==> config.mk <==
export PLATFORM = sky130hd
export DESIGN_NAME = rdp_packer
export DESIGN_NICKNAME = d
export VERILOG_FILES = /design/src/design/rdp_pkg.sv /design/src/design/rdp_packer.sv /design/src/design/rdp_sticky.sv
export SDC_FILE = /design/constraint.sdc
export NUM_CORES = 2
export LEC_CHECK = 0
export BUFFER_PORTS_ARGS = -buffer_cell sky130_fd_sc_hd__buf_2
export CORE_AREA = 2 2 403 405
export DETAILED_ROUTE_END_ITERATION = 7
export DIE_AREA = 0 0 405 407
export PLACE_DENSITY = 0.71
export SKIP_LAST_GASP = 1
export SLEW_MARGIN = 20
export SYNTH_ARGS = -nofsm -noshare
export SYNTH_HDL_FRONTEND = slang
export SYNTH_SLANG_ARGS = --single-unit
==> constraint.sdc <==
create_clock -name clk -period 38.2 [get_ports clk]
set_input_delay 5.73 -clock clk [delete_from_list [all_inputs] [get_ports clk]]
set_output_delay 5.73 -clock clk [all_outputs]
set_load 0.05 [all_outputs]
==> src/design/rdp_pkg.sv <==
// Package of constants and types for the result data input packer
package rdp_pkg;
   // ----------------------------------------
   // Image layout
   // ----------------------------------------
   localparam int unsigned HDR_BYTES    = 3;    // Status plus 16-bit length
   localparam int unsigned NARROW_BYTES = 96;   // Narrow data field width
   localparam int unsigned WIDE_BYTES   = 128;  // Wide data field width
   localparam int unsigned IDX_W        = 8;    // Image byte index width
   localparam logic [7:0]  LEN_MSB_IDX  = 8'h01; // Length high byte index
   localparam logic [7:0]  LEN_LSB_IDX  = 8'h02; // Length low byte index
   localparam logic [7:0]  STAT_IDX     = 8'h00; // Status byte index
   // ----------------------------------------
   // Status byte bit positions
   // ----------------------------------------
   localparam int unsigned ST_ACTIVE  = 0;  // Activation state
   localparam int unsigned ST_CMDRESP = 2;  // Reply from command interpreter
   localparam int unsigned ST_MORE    = 3;  // More results buffered
   localparam int unsigned ST_OVFL    = 4;  // Buffer full, discarding
   localparam int unsigned ST_TOGGLE  = 5;  // New result toggle
   localparam int unsigned ST_WAITACK = 7;  // Waiting for acknowledgment
   // ----------------------------------------
   // Wishbone register map
   // ----------------------------------------
   localparam logic [3:0] REG_CTRL   = 4'h0; // Control
   localparam logic [3:0] REG_STATUS = 4'h4; // Image header view
   localparam logic [3:0] REG_IRQST  = 4'h8; // Sticky events, write 1 clear
   localparam logic [3:0] REG_IRQMSK = 4'hC; // Interrupt mask
   localparam int unsigned CTRL_ACT  = 0;    // Control: activate
   localparam int unsigned CTRL_WIDE = 1;    // Control: 128-byte field
   localparam int unsigned EV_W      = 3;    // Number of events
   localparam int unsigned EV_NEW    = 0;    // Event: new result shown
   localparam int unsigned EV_TRUNC  = 1;    // Event: result truncated
   localparam int unsigned EV_OVFL   = 2;    // Event: buffer overflow rose
   localparam logic [31:0] RST_WORD  = 32'h0000_0000; // Reset value
   // ----------------------------------------
   // Carrier types
   // ----------------------------------------
   typedef struct packed
   {
      logic [15:0] len;    // Original result length
      logic        isCmd;  // Reply from command interpreter
   } rdp_hdr_t;
   typedef struct packed
   {
      logic [7:0] data;    // One result byte
      logic       valid;   // Byte present
   } rdp_byte_t;
   typedef enum logic [1:0] {IDLE, FILL} rdp_state_t;
endpackage

==> src/design/rdp_packer.sv <==
// Result data input packer: builds the cyclic input image
//
// Design decisions made here: the placing of the registers and the Wishbone interface to the registers.
module rdp_packer (
   // Clock and reset
   input  wire logic                clk,
   input  wire logic                srst,
   // Wishbone slave
   input  wire logic                wb_cyc_i,
   input  wire logic                wb_stb_i,
   input  wire logic                wb_we_i,
   input  wire logic [3:0]          wb_adr_i,
   input  wire logic [3:0]          wb_sel_i,
   input  wire logic [31:0]         wb_dat_i,
   output logic      [31:0]         wb_dat_o,
   output logic                     wb_ack_o,
   output logic                     irq,
   // Result source
   input  wire logic                resStart,
   input  wire rdp_pkg::rdp_hdr_t   resHdr,
   input  wire rdp_pkg::rdp_byte_t  resByte,
   input  wire logic                resDone,
   // Control and buffer state
   input  wire logic                moreResults,
   input  wire logic                bufFull,
   input  wire logic                waitAck,
   // Image read port for the fieldbus side
   input  wire logic [7:0]          imgIdx,
   output logic      [7:0]          imgByte,
   output logic      [7:0]          imgSize
);
   // ----------------------------------------
   // Declarations
   // ----------------------------------------
   logic [7:0]  stage [rdp_pkg::WIDE_BYTES];   // Fill buffer
   logic [7:0]  shown [rdp_pkg::WIDE_BYTES];   // Presented data field
   logic [31:0] ctrl;                          // Control register
   logic [rdp_pkg::EV_W-1:0] irqMask;          // Interrupt mask
   logic [rdp_pkg::EV_W-1:0] irqStat;          // Sticky events
   logic [rdp_pkg::EV_W-1:0] evSet;            // Event pulses
   logic [rdp_pkg::EV_W-1:0] evClr;            // Write-one clears
   rdp_pkg::rdp_state_t state;                 // Fill state
   logic [15:0] fillCnt;                       // Bytes received
   logic [15:0] curLen;                        // Length of filling result
   logic        curCmd;                        // Kind of filling result
   logic [15:0] imgLen;                        // Presented length
   logic        imgCmd;                        // Presented kind
   logic        toggle;                        // New result toggle
   logic [7:0]  statByte;                      // Live status byte
   logic [7:0]  fieldW;                        // Configured field width
   logic        wbReq;                         // New bus request
   logic        bufFullD;                      // Previous overflow level
   logic        commit;                        // Result is presented now
   logic [7:0]  dataIdx;                       // Index into data field

   // ----------------------------------------
   // Configuration
   // ----------------------------------------
   // Field width from control; wide selects 128 bytes
   always_comb
   begin
      if (ctrl[rdp_pkg::CTRL_WIDE])
      begin
         fieldW = 8'(rdp_pkg::WIDE_BYTES);
      end
      else
      begin
         fieldW = 8'(rdp_pkg::NARROW_BYTES);
      end
   end

   // Request seen once per bus cycle
   assign wbReq  = wb_cyc_i & wb_stb_i & ~wb_ack_o;
   assign commit = (state == rdp_pkg::FILL) & resDone;

   // ----------------------------------------
   // Wishbone slave
   // ----------------------------------------
   // Ack one cycle after the request, dropped the next cycle
   always_ff @(posedge clk)
   begin
      if (srst)
      begin
         wb_ack_o <= 1'b0;
      end
      else
      begin
         wb_ack_o <= wbReq;
      end
   end

   // Control and mask writes with byte lane 0
   always_ff @(posedge clk)
   begin
      if (srst)
      begin
         ctrl    <= rdp_pkg::RST_WORD;
         irqMask <= '0;
      end
      else if (wbReq & wb_we_i & wb_sel_i[0])
      begin
         // Only the low control bits are implemented
         if (wb_adr_i == rdp_pkg::REG_CTRL)
         begin
            ctrl <= {30'h0000_0000, wb_dat_i[1:0]};
         end
         else if (wb_adr_i == rdp_pkg::REG_IRQMSK)
         begin
            irqMask <= wb_dat_i[rdp_pkg::EV_W-1:0];
         end
      end
   end

   // Read data; unmapped addresses read zero
   always_ff @(posedge clk)
   begin
      if (srst)
      begin
         wb_dat_o <= rdp_pkg::RST_WORD;
      end
      else if (wbReq & ~wb_we_i)
      begin
         unique case (wb_adr_i)
            rdp_pkg::REG_CTRL:   wb_dat_o <= ctrl;
            // Header as shown in the image
            rdp_pkg::REG_STATUS: wb_dat_o <= {8'h00, imgLen, statByte};
            rdp_pkg::REG_IRQST:  wb_dat_o <= {29'h0000_0000, irqStat};
            rdp_pkg::REG_IRQMSK: wb_dat_o <= {29'h0000_0000, irqMask};
            default:             wb_dat_o <= rdp_pkg::RST_WORD;
         endcase
      end
   end

   // ----------------------------------------
   // Interrupts
   // ----------------------------------------
   // Event pulses from presentation and overflow edge
   always_comb
   begin
      evSet = '0;
      evSet[rdp_pkg::EV_NEW]   = commit;
      evSet[rdp_pkg::EV_TRUNC] = commit & (curLen > 16'(fieldW));
      evSet[rdp_pkg::EV_OVFL]  = bufFull & ~bufFullD;
      evClr = '0;
      if (wbReq & wb_we_i & wb_sel_i[0] & (wb_adr_i == rdp_pkg::REG_IRQST))
      begin
         evClr = wb_dat_i[rdp_pkg::EV_W-1:0];
      end
   end

   // Sticky status bits
   rdp_sticky #(
      .W (rdp_pkg::EV_W)
   ) u_sticky (
      .clk  (clk),
      .srst (srst),
      .set  (evSet),
      .clr  (evClr),
      .q    (irqStat)
   );

   // Level interrupt and overflow edge memory
   always_ff @(posedge clk)
   begin
      if (srst)
      begin
         irq      <= 1'b0;
         bufFullD <= 1'b0;
      end
      else
      begin
         irq      <= |(irqStat & irqMask);
         bufFullD <= bufFull;
      end
   end

   // ----------------------------------------
   // Result fill
   // ----------------------------------------
   // Start clears buffer; bytes past the field are dropped
   always_ff @(posedge clk)
   begin
      if (srst)
      begin
         state   <= rdp_pkg::IDLE;
         fillCnt <= 16'h0000;
         curLen  <= 16'h0000;
         curCmd  <= 1'b0;
         for (int i = 0; i < rdp_pkg::WIDE_BYTES; i++)
         begin
            stage[i] <= 8'h00;
         end
      end
      else if (resStart)
      begin
         state   <= rdp_pkg::FILL;
         fillCnt <= 16'h0000;
         curLen  <= resHdr.len;
         curCmd  <= resHdr.isCmd;
         for (int i = 0; i < rdp_pkg::WIDE_BYTES; i++)
         begin
            stage[i] <= 8'h00;
         end
      end
      else
      begin
         unique case (state)
            rdp_pkg::IDLE:
            begin
               state <= rdp_pkg::IDLE;
            end
            rdp_pkg::FILL:
            begin
               // Keep only bytes inside length and field width
               if (resByte.valid & (fillCnt < curLen))
               begin
                  if (fillCnt < 16'(fieldW))
                  begin
                     stage[fillCnt[6:0]] <= resByte.data;
                  end
                  fillCnt <= fillCnt + 16'h0001;
               end
               if (resDone)
               begin
                  state <= rdp_pkg::IDLE;
               end
            end
         endcase
      end
   end

   // ----------------------------------------
   // Presented image
   // ----------------------------------------
   // Copy the finished result and flip the toggle
   always_ff @(posedge clk)
   begin
      if (srst)
      begin
         imgLen <= 16'h0000;
         imgCmd <= 1'b0;
         toggle <= 1'b0;
         for (int i = 0; i < rdp_pkg::WIDE_BYTES; i++)
         begin
            shown[i] <= 8'h00;
         end
      end
      else if (commit)
      begin
         imgLen <= curLen;
         imgCmd <= curCmd;
         toggle <= ~toggle;
         for (int i = 0; i < rdp_pkg::WIDE_BYTES; i++)
         begin
            shown[i] <= stage[i];
         end
      end
   end

   // Live status byte, reserved bits zero
   always_comb
   begin
      statByte = 8'h00;
      statByte[rdp_pkg::ST_ACTIVE]  = ctrl[rdp_pkg::CTRL_ACT];
      statByte[rdp_pkg::ST_CMDRESP] = imgCmd;
      statByte[rdp_pkg::ST_MORE]    = moreResults;
      statByte[rdp_pkg::ST_OVFL]    = bufFull;
      statByte[rdp_pkg::ST_TOGGLE]  = toggle;
      statByte[rdp_pkg::ST_WAITACK] = waitAck;
   end

   assign dataIdx = imgIdx - 8'(rdp_pkg::HDR_BYTES);

   // ----------------------------------------
   // Image read port
   // ----------------------------------------
   // Byte at index, header first; beyond the field reads zero
   always_ff @(posedge clk)
   begin
      if (srst)
      begin
         imgByte <= 8'h00;
         imgSize <= 8'h00;
      end
      else
      begin
         imgSize <= fieldW + 8'(rdp_pkg::HDR_BYTES);
         if (imgIdx == rdp_pkg::STAT_IDX)
         begin
            imgByte <= statByte;
         end
         else if (imgIdx == rdp_pkg::LEN_MSB_IDX)
         begin
            imgByte <= imgLen[15:8];
         end
         else if (imgIdx == rdp_pkg::LEN_LSB_IDX)
         begin
            imgByte <= imgLen[7:0];
         end
         else if (dataIdx < fieldW)
         begin
            imgByte <= shown[dataIdx[6:0]];
         end
         else
         begin
            imgByte <= 8'h00;
         end
      end
   end
endmodule

==> src/design/rdp_sticky.sv <==
// Sticky event bits, set wins over a write-one clear
module rdp_sticky #(
   parameter int unsigned W = 1
) (
   // Clock and reset
   input  wire logic         clk,
   input  wire logic         srst,
   // Events and clears
   input  wire logic [W-1:0] set,
   input  wire logic [W-1:0] clr,
   // Sticky state
   output logic      [W-1:0] q
);
   // Hold each bit until cleared; a set in the clear cycle survives
   always_ff @(posedge clk)
   begin
      if (srst)
      begin
         q <= '0;
      end
      else
      begin
         q <= (q & ~clr) | set;
      end
   end
endmodule

## Word level (Yosys, flattened, before mapping)

Memories as Yosys holds them, arrays and structs flattened.
Index checks and enable logic that the tools add are counted.

| word-level totals | value |
|---|---|
| bits of input ports | 84 |
| memories | 2 |
| RAM bits | 2048 |
| flip-flop bits (word level) | 112 |
| ROM bits | 0 |
| output and inout bits | 50 |
| logic and storage cells | 603 |
| bits in latches | 0 |

| cells by class | value |
|---|---|
| $lt $le $gt $ge | 4 |
| multiplexer cells | 283 |
| add/sub/neg operators | 3 |
| shift-type cells | 0 |
| equality and inequality tests | 8 |
| $mul | 0 |
| reduce and logical (&&, ||, !) cells | 10 |
| bitwise gates (word level) | 275 |
| divide/modulo/power cells | 0 |

Memories:

| memory | words | bits a word | rd ports | clocked after Yosys merged registers in | write ports | line | RTL |
|---|---|---|---|---|---|---|---|
| shown | 128 | 8 | 1 | 0 | 128 | rdp_packer.sv:36 | `logic [7:0] shown [rdp_pkg::WIDE_BYTES];` |
| stage | 128 | 8 | 128 | 0 | 128 | rdp_packer.sv:35 | `logic [7:0] stage [rdp_pkg::WIDE_BYTES];` |

Operator list:

| kind | count |
|---|---|
| 8-bit two-way mux | 262 |
| 1-bit bitwise OR | 256 |
| 24-bit case mux with 4 select lines | 1 |
| 16-bit by 1-bit adder with 16-bit output (second input constant) | 1 |
| 16-bit by 8-bit > comparator with 1-bit output | 1 |
| 16-bit less-than comparator | 1 |
| 16-bit by 8-bit less-than comparator with 1-bit output | 1 |
| 1-bit two-way mux | 16 |
| 1-bit AND | 10 |
| 8-bit by 2-bit adder with 8-bit output (second input constant) | 1 |
| 4-bit == test (second input constant) | 2 |
| 8-bit by 1-bit == test with 1-bit output (second input constant) | 1 |
| 8-bit by 2-bit == test with 1-bit output (second input constant) | 1 |
| 8-bit logical NOT | 1 |
| 8-bit less-than comparator | 1 |
| 8-bit OR reduction | 1 |
| 8-bit by 2-bit subtractor with 8-bit output (second input constant) | 1 |
| 7-bit two-way mux | 1 |
| 3-bit AND | 2 |
| 1-bit inverter | 5 |
| 4-bit by 3-bit == test with 1-bit output (second input constant) | 1 |
| 4-bit logical NOT | 1 |
| 2-bit case mux with 2 select lines | 1 |
| 2-bit AND reduction | 2 |
| 11 further kinds | 12 |

## Longest topological paths before layout

| depth | value |
|---|---|
| depth in word-level cells | 10 |
| depth in mapped cells | 16 |
| gate-level depth less buffers | 12 |

## Modules after synthesis

Synthesis repeated with hierarchy kept, for this count alone.

| unflattened totals | value |
|---|---|
| cell total of the unflattened synthesis | 6174 |
| area, all modules | 90714.5 sq um |

Modules (own cells, without submodules):

| module | area an instance (sq um) | seq. area each (sq um) | cells each | times used |
|---|---|---|---|---|
| rdp_packer | 90609.4 | 63380.8 | 6162 | 1 |
| rdp_sticky | 105.1 | 60.1 | 12 | 1 |

## Worst setup path after synthesis

OpenSTA, ideal clock, no wires.

| timing path | value |
|---|---|
| path kind | input -> register |
| start point | input srst |
| end point | memory shown[0][0], enable pin |
| data required time | 31.171 ns |
| arrival | 22.880 ns |
| setup slack | 8.290 ns |
| cell stages on the path | 5 |
| setup time | 7.029 ns |
| path through | clkbuf_1 > inv_1 > clkbuf_1 > clkbuf_1 > nand2_1 |

RTL lines:

| element | line | RTL |
|---|---|---|
| start, declared | rdp_packer.sv:7 | `input wire logic srst,` |
| end, declared | rdp_packer.sv:36 |  |

==> metrics.md <==
| Metric | Value |
|---|---|
| YS warnings | 0 |
| Leading area contributor after synthesis | edfxtp_1 |
| Area Growth Syn to Fin | 11.2% |
| Gr ovfl total | 0 |
| Die Width | roughly 410 um |
| Failing checks | design-rule violations |
| Layout cell share with drive strength beyond 1 | 0.149 |
| Final #Nets | about 6,200 |
| Max-Cap Viols | 0 |
| Slowest stage cell, crit path | buf_4 |
| Die Ht | approximately 410 um |
| DRC | 16 |
| Overall Global Routing Usage | 0.303 |
| Hold Path Class | flip-flop to flip-flop |
| Synth top cells by count | edfxtp_1, nor2_1, and3_1, nor2b_1, nand2_1 |
| Leak | ~36 nW |
| Final critical-path share of the clock period | 0.276 |
| Crit path max-delay family | buffers and inverters |
| Hpwl dp | 149,000 um |
| Clock tree root driver cell | clkbuf_16 |
| Most common cell in the synthesized netlist | edfxtp_1 |
| Clock-pin slew on the worst setup and hold paths | approximately 60 ps |
| CTS Buf Count | 203 |
| First-pass GRT wire length | roughly 350,000 um |
| Power Total | 5.09 mW |
| Async set-reset flop share out of synthesis | 0 |
| Fin. Hold Viols | 0 |
| Initial antenna violation count | 15 |
| Critical Path End Type | flip-flop |
| Post-Syn Area | about 0.088 mm^2 |
| Slew HR | 0.138 |
| Initial core utilization | 0.547 |
| Final non-filler cell total | about 8,500 |
| Final TNS setup | 0 ps |
| CTS Hold Bufs | 0 |
| Area of the core | roughly 0.16 mm^2 |
| Worst-Skew Late Latency | ~850 ps |
| Sequential area share after synthesis | 0.724 |
| # resized after CTS | 0 |
| Crit Path Category | primary input to flip-flop |
| CP required | slightly below 40,000 ps |
| Final Max Slew Viols | 0 |
| Largest stage delay, worst path | approximately 900 ps |
| DR WL/cell | slightly below 30 um |
| Seq cells post-synth | 2,145 |
| Placed Cells | 8,074 |
| Yosys top cell area share | 0.702 |
| Port buffer count | 89 |
| Routed WL | 250,000 um |
| # IOs | around 130 |
| CP cell instances | buf_8 -> inv_8 -> nand2_4 -> buf_12 -> buf_4 -> buf_4 -> buf_4 |
| DR vias | 53,432 |
| Crit path DAT | roughly 11,000 ps |
| Post-CTS Setup Bufs | 0 |
| Sink Count | around 2,100 |
| Pwr dens | approximately 52 mW/mm^2 |
| Initial DRC Count | 8,631 |
| Status | finished, violations left |
| H-tree Lvls | 4 |
| Distinct cells, synth | 62 |
| Gpl congestion | between 0.8 and 0.9 |
| Tmin final | approximately 11,000 ps |
| Vias in the first global route | between 50,000 and 60,000 |
| Number of synthesized flops with an enable pin | ~2,000 |
| Setup ws final | around 28,000 ps |
| Vias/cell | approximately 6.3 |
| Least-Margin Pin Slew | about 1300 ps |
| WP buf/inv | 6 |
| Antenna Violating Nets Remaining | 0 |
| Top post-synthesis cells by area | edfxtp_1, mux4_2, nor2_1, and3_1, nor2b_1 |
| CP Max Fanout | about 170 |
| Drt pass-1 iters | 8 |
| Largest net degree at the start of global routing | between 200 and 250 |
| # rows | roughly 150 |
| Peak Freq | roughly 0.095 GHz |
| Final Setup Violations | 0 |
| Syn Inst Count | ~6,100 |
| Peak VDD IR | a little under 0.00004 V |
| Final clock skew | about 46 ps |
| TritonCTS clock tree | built |
| Setup crit start kind | primary input |
| Post-synth top flop | edfxtp_1 |
| Setup slack at placement | between 20,000 and 30,000 ps |
| Unrepaired setup endpoints after global routing | no |
| Top cell by count, worst path | buf_4 |
| Die Area | roughly 0.16 mm^2 |
| WHS | approximately 470 ps |
| Average cell area after synthesis | ~14 um^2 |
| CTS max path bufs | 3 |
-- cell type report --
class	count	area, um^2
sequential	2145	63400
clock inverter	128	1170
clock buffer	244	5340
fill	11729	62800
timing repair buffer	320	2330
tap	2160	2700
multi-input combinational	3424	22300
inverter	25	101
antenna	8	20.0
-- logic make-up (layout without fill, tap and decap cells) --
kind of cell	Yosys count	after routing	share of synthesized area
other	1	20	0.0000428
flip-flops	2145	2145	0.724
AO/OA/AOI/OAI	306	306	0.0214
buffers and inverters	520	717	0.0242
adder cells (fa/ha/maj)	27	27	0.00386
XOR/XNOR	13	13	0.00130
AND/OR/NAND/NOR	2760	2760	0.152
multiplexers	306	306	0.0733
-- per-stage QoR --
step | utilization | instance area, um^2
after floorplan | - | 87600
after global placement | 0.567 | 90800
after detailed placement | 0.567 | 90800
after CTS | 0.608 | 97300
after global routing | 0.608 | 97400
final | 0.608 | 97400
-- power breakdown --
group / switching [mW] / internal (mW)
registers: 0.0329 / 2.70
clock network: 0.884 / 1.11
logic: 0.252 / 0.110
total: 1.17 / 3.92
-- registers in the layout (all words and copies together) (netlist names) --
name / cells
bufFullD: 1
ctrl: 2
curCmd: 1
curLen: 16
fillCnt: 16
imgByte: 8
imgCmd: 1
imgLen: 16
imgSize: 3
irq: 1
irqMask: 3
shown: 1024
stage: 1024
state: 1
toggle: 1
u_sticky.q: 3
wb_ack_o: 1
wb_dat_o: 23
-- cell usage in the layout (no fill, tap or decap), types with 6 or more instances in the layout --
cell and n:
a21o_1 7, a21oi_1 45, a22oi_1 25, a31oi_1 17
a32oi_1 10, and3_1 538, buf_12 9, buf_2 87
buf_4 218, bufinv_16 17, clkbuf_1 32, clkbuf_16 205
clkbuf_8 6, clkinv_1 44, clkinv_2 41, clkinvlp_4 7
conb_1 12, dfxtp_1 97, diode_2 8, edfxtp_1 2048
ha_1 26, inv_1 23, inv_6 6, mux2i_1 37
mux4_2 268, nand2_1 437, nand2_2 11, nand2b_1 6
nand3_1 79, nand4_1 21, nor2_1 1103, nor2b_1 505
nor3_1 18, o2111ai_1 6, o21ai_0 120, o21ai_1 27
o22ai_1 7
-- final timing paths --
check        startpoint      endpoint  slack, ps  cells past startpoint
min reg2reg      curCmd        imgCmd        470                      2
max reg2reg    state[0]  shown[55][7]      32830                      7
min              curCmd        imgCmd        470                      2
max                srst  shown[55][7]      27640                      7
-- worst min-delay path: cells and delay by family, from the launching register on --
kind | cells | cell delay [ps]
AND/OR/NAND/NOR | 1 | 50
flip-flops | 1 | 310
AO/OA/AOI/OAI | 1 | 50
-- layer usage --
metal  vias to the layer above  share of wire  routed length [um]  global-route usage
li1                      22220              -                   -                   -
met1                     26739           0.35               88600               0.402
met2                      3729           0.45              113000               0.460
met4                        22          0.054               13400               0.144
met3                       722           0.14               34700              0.0901
met5                         -         0.0013                 320             0.00565
Power figures use the tool's default switching activity.
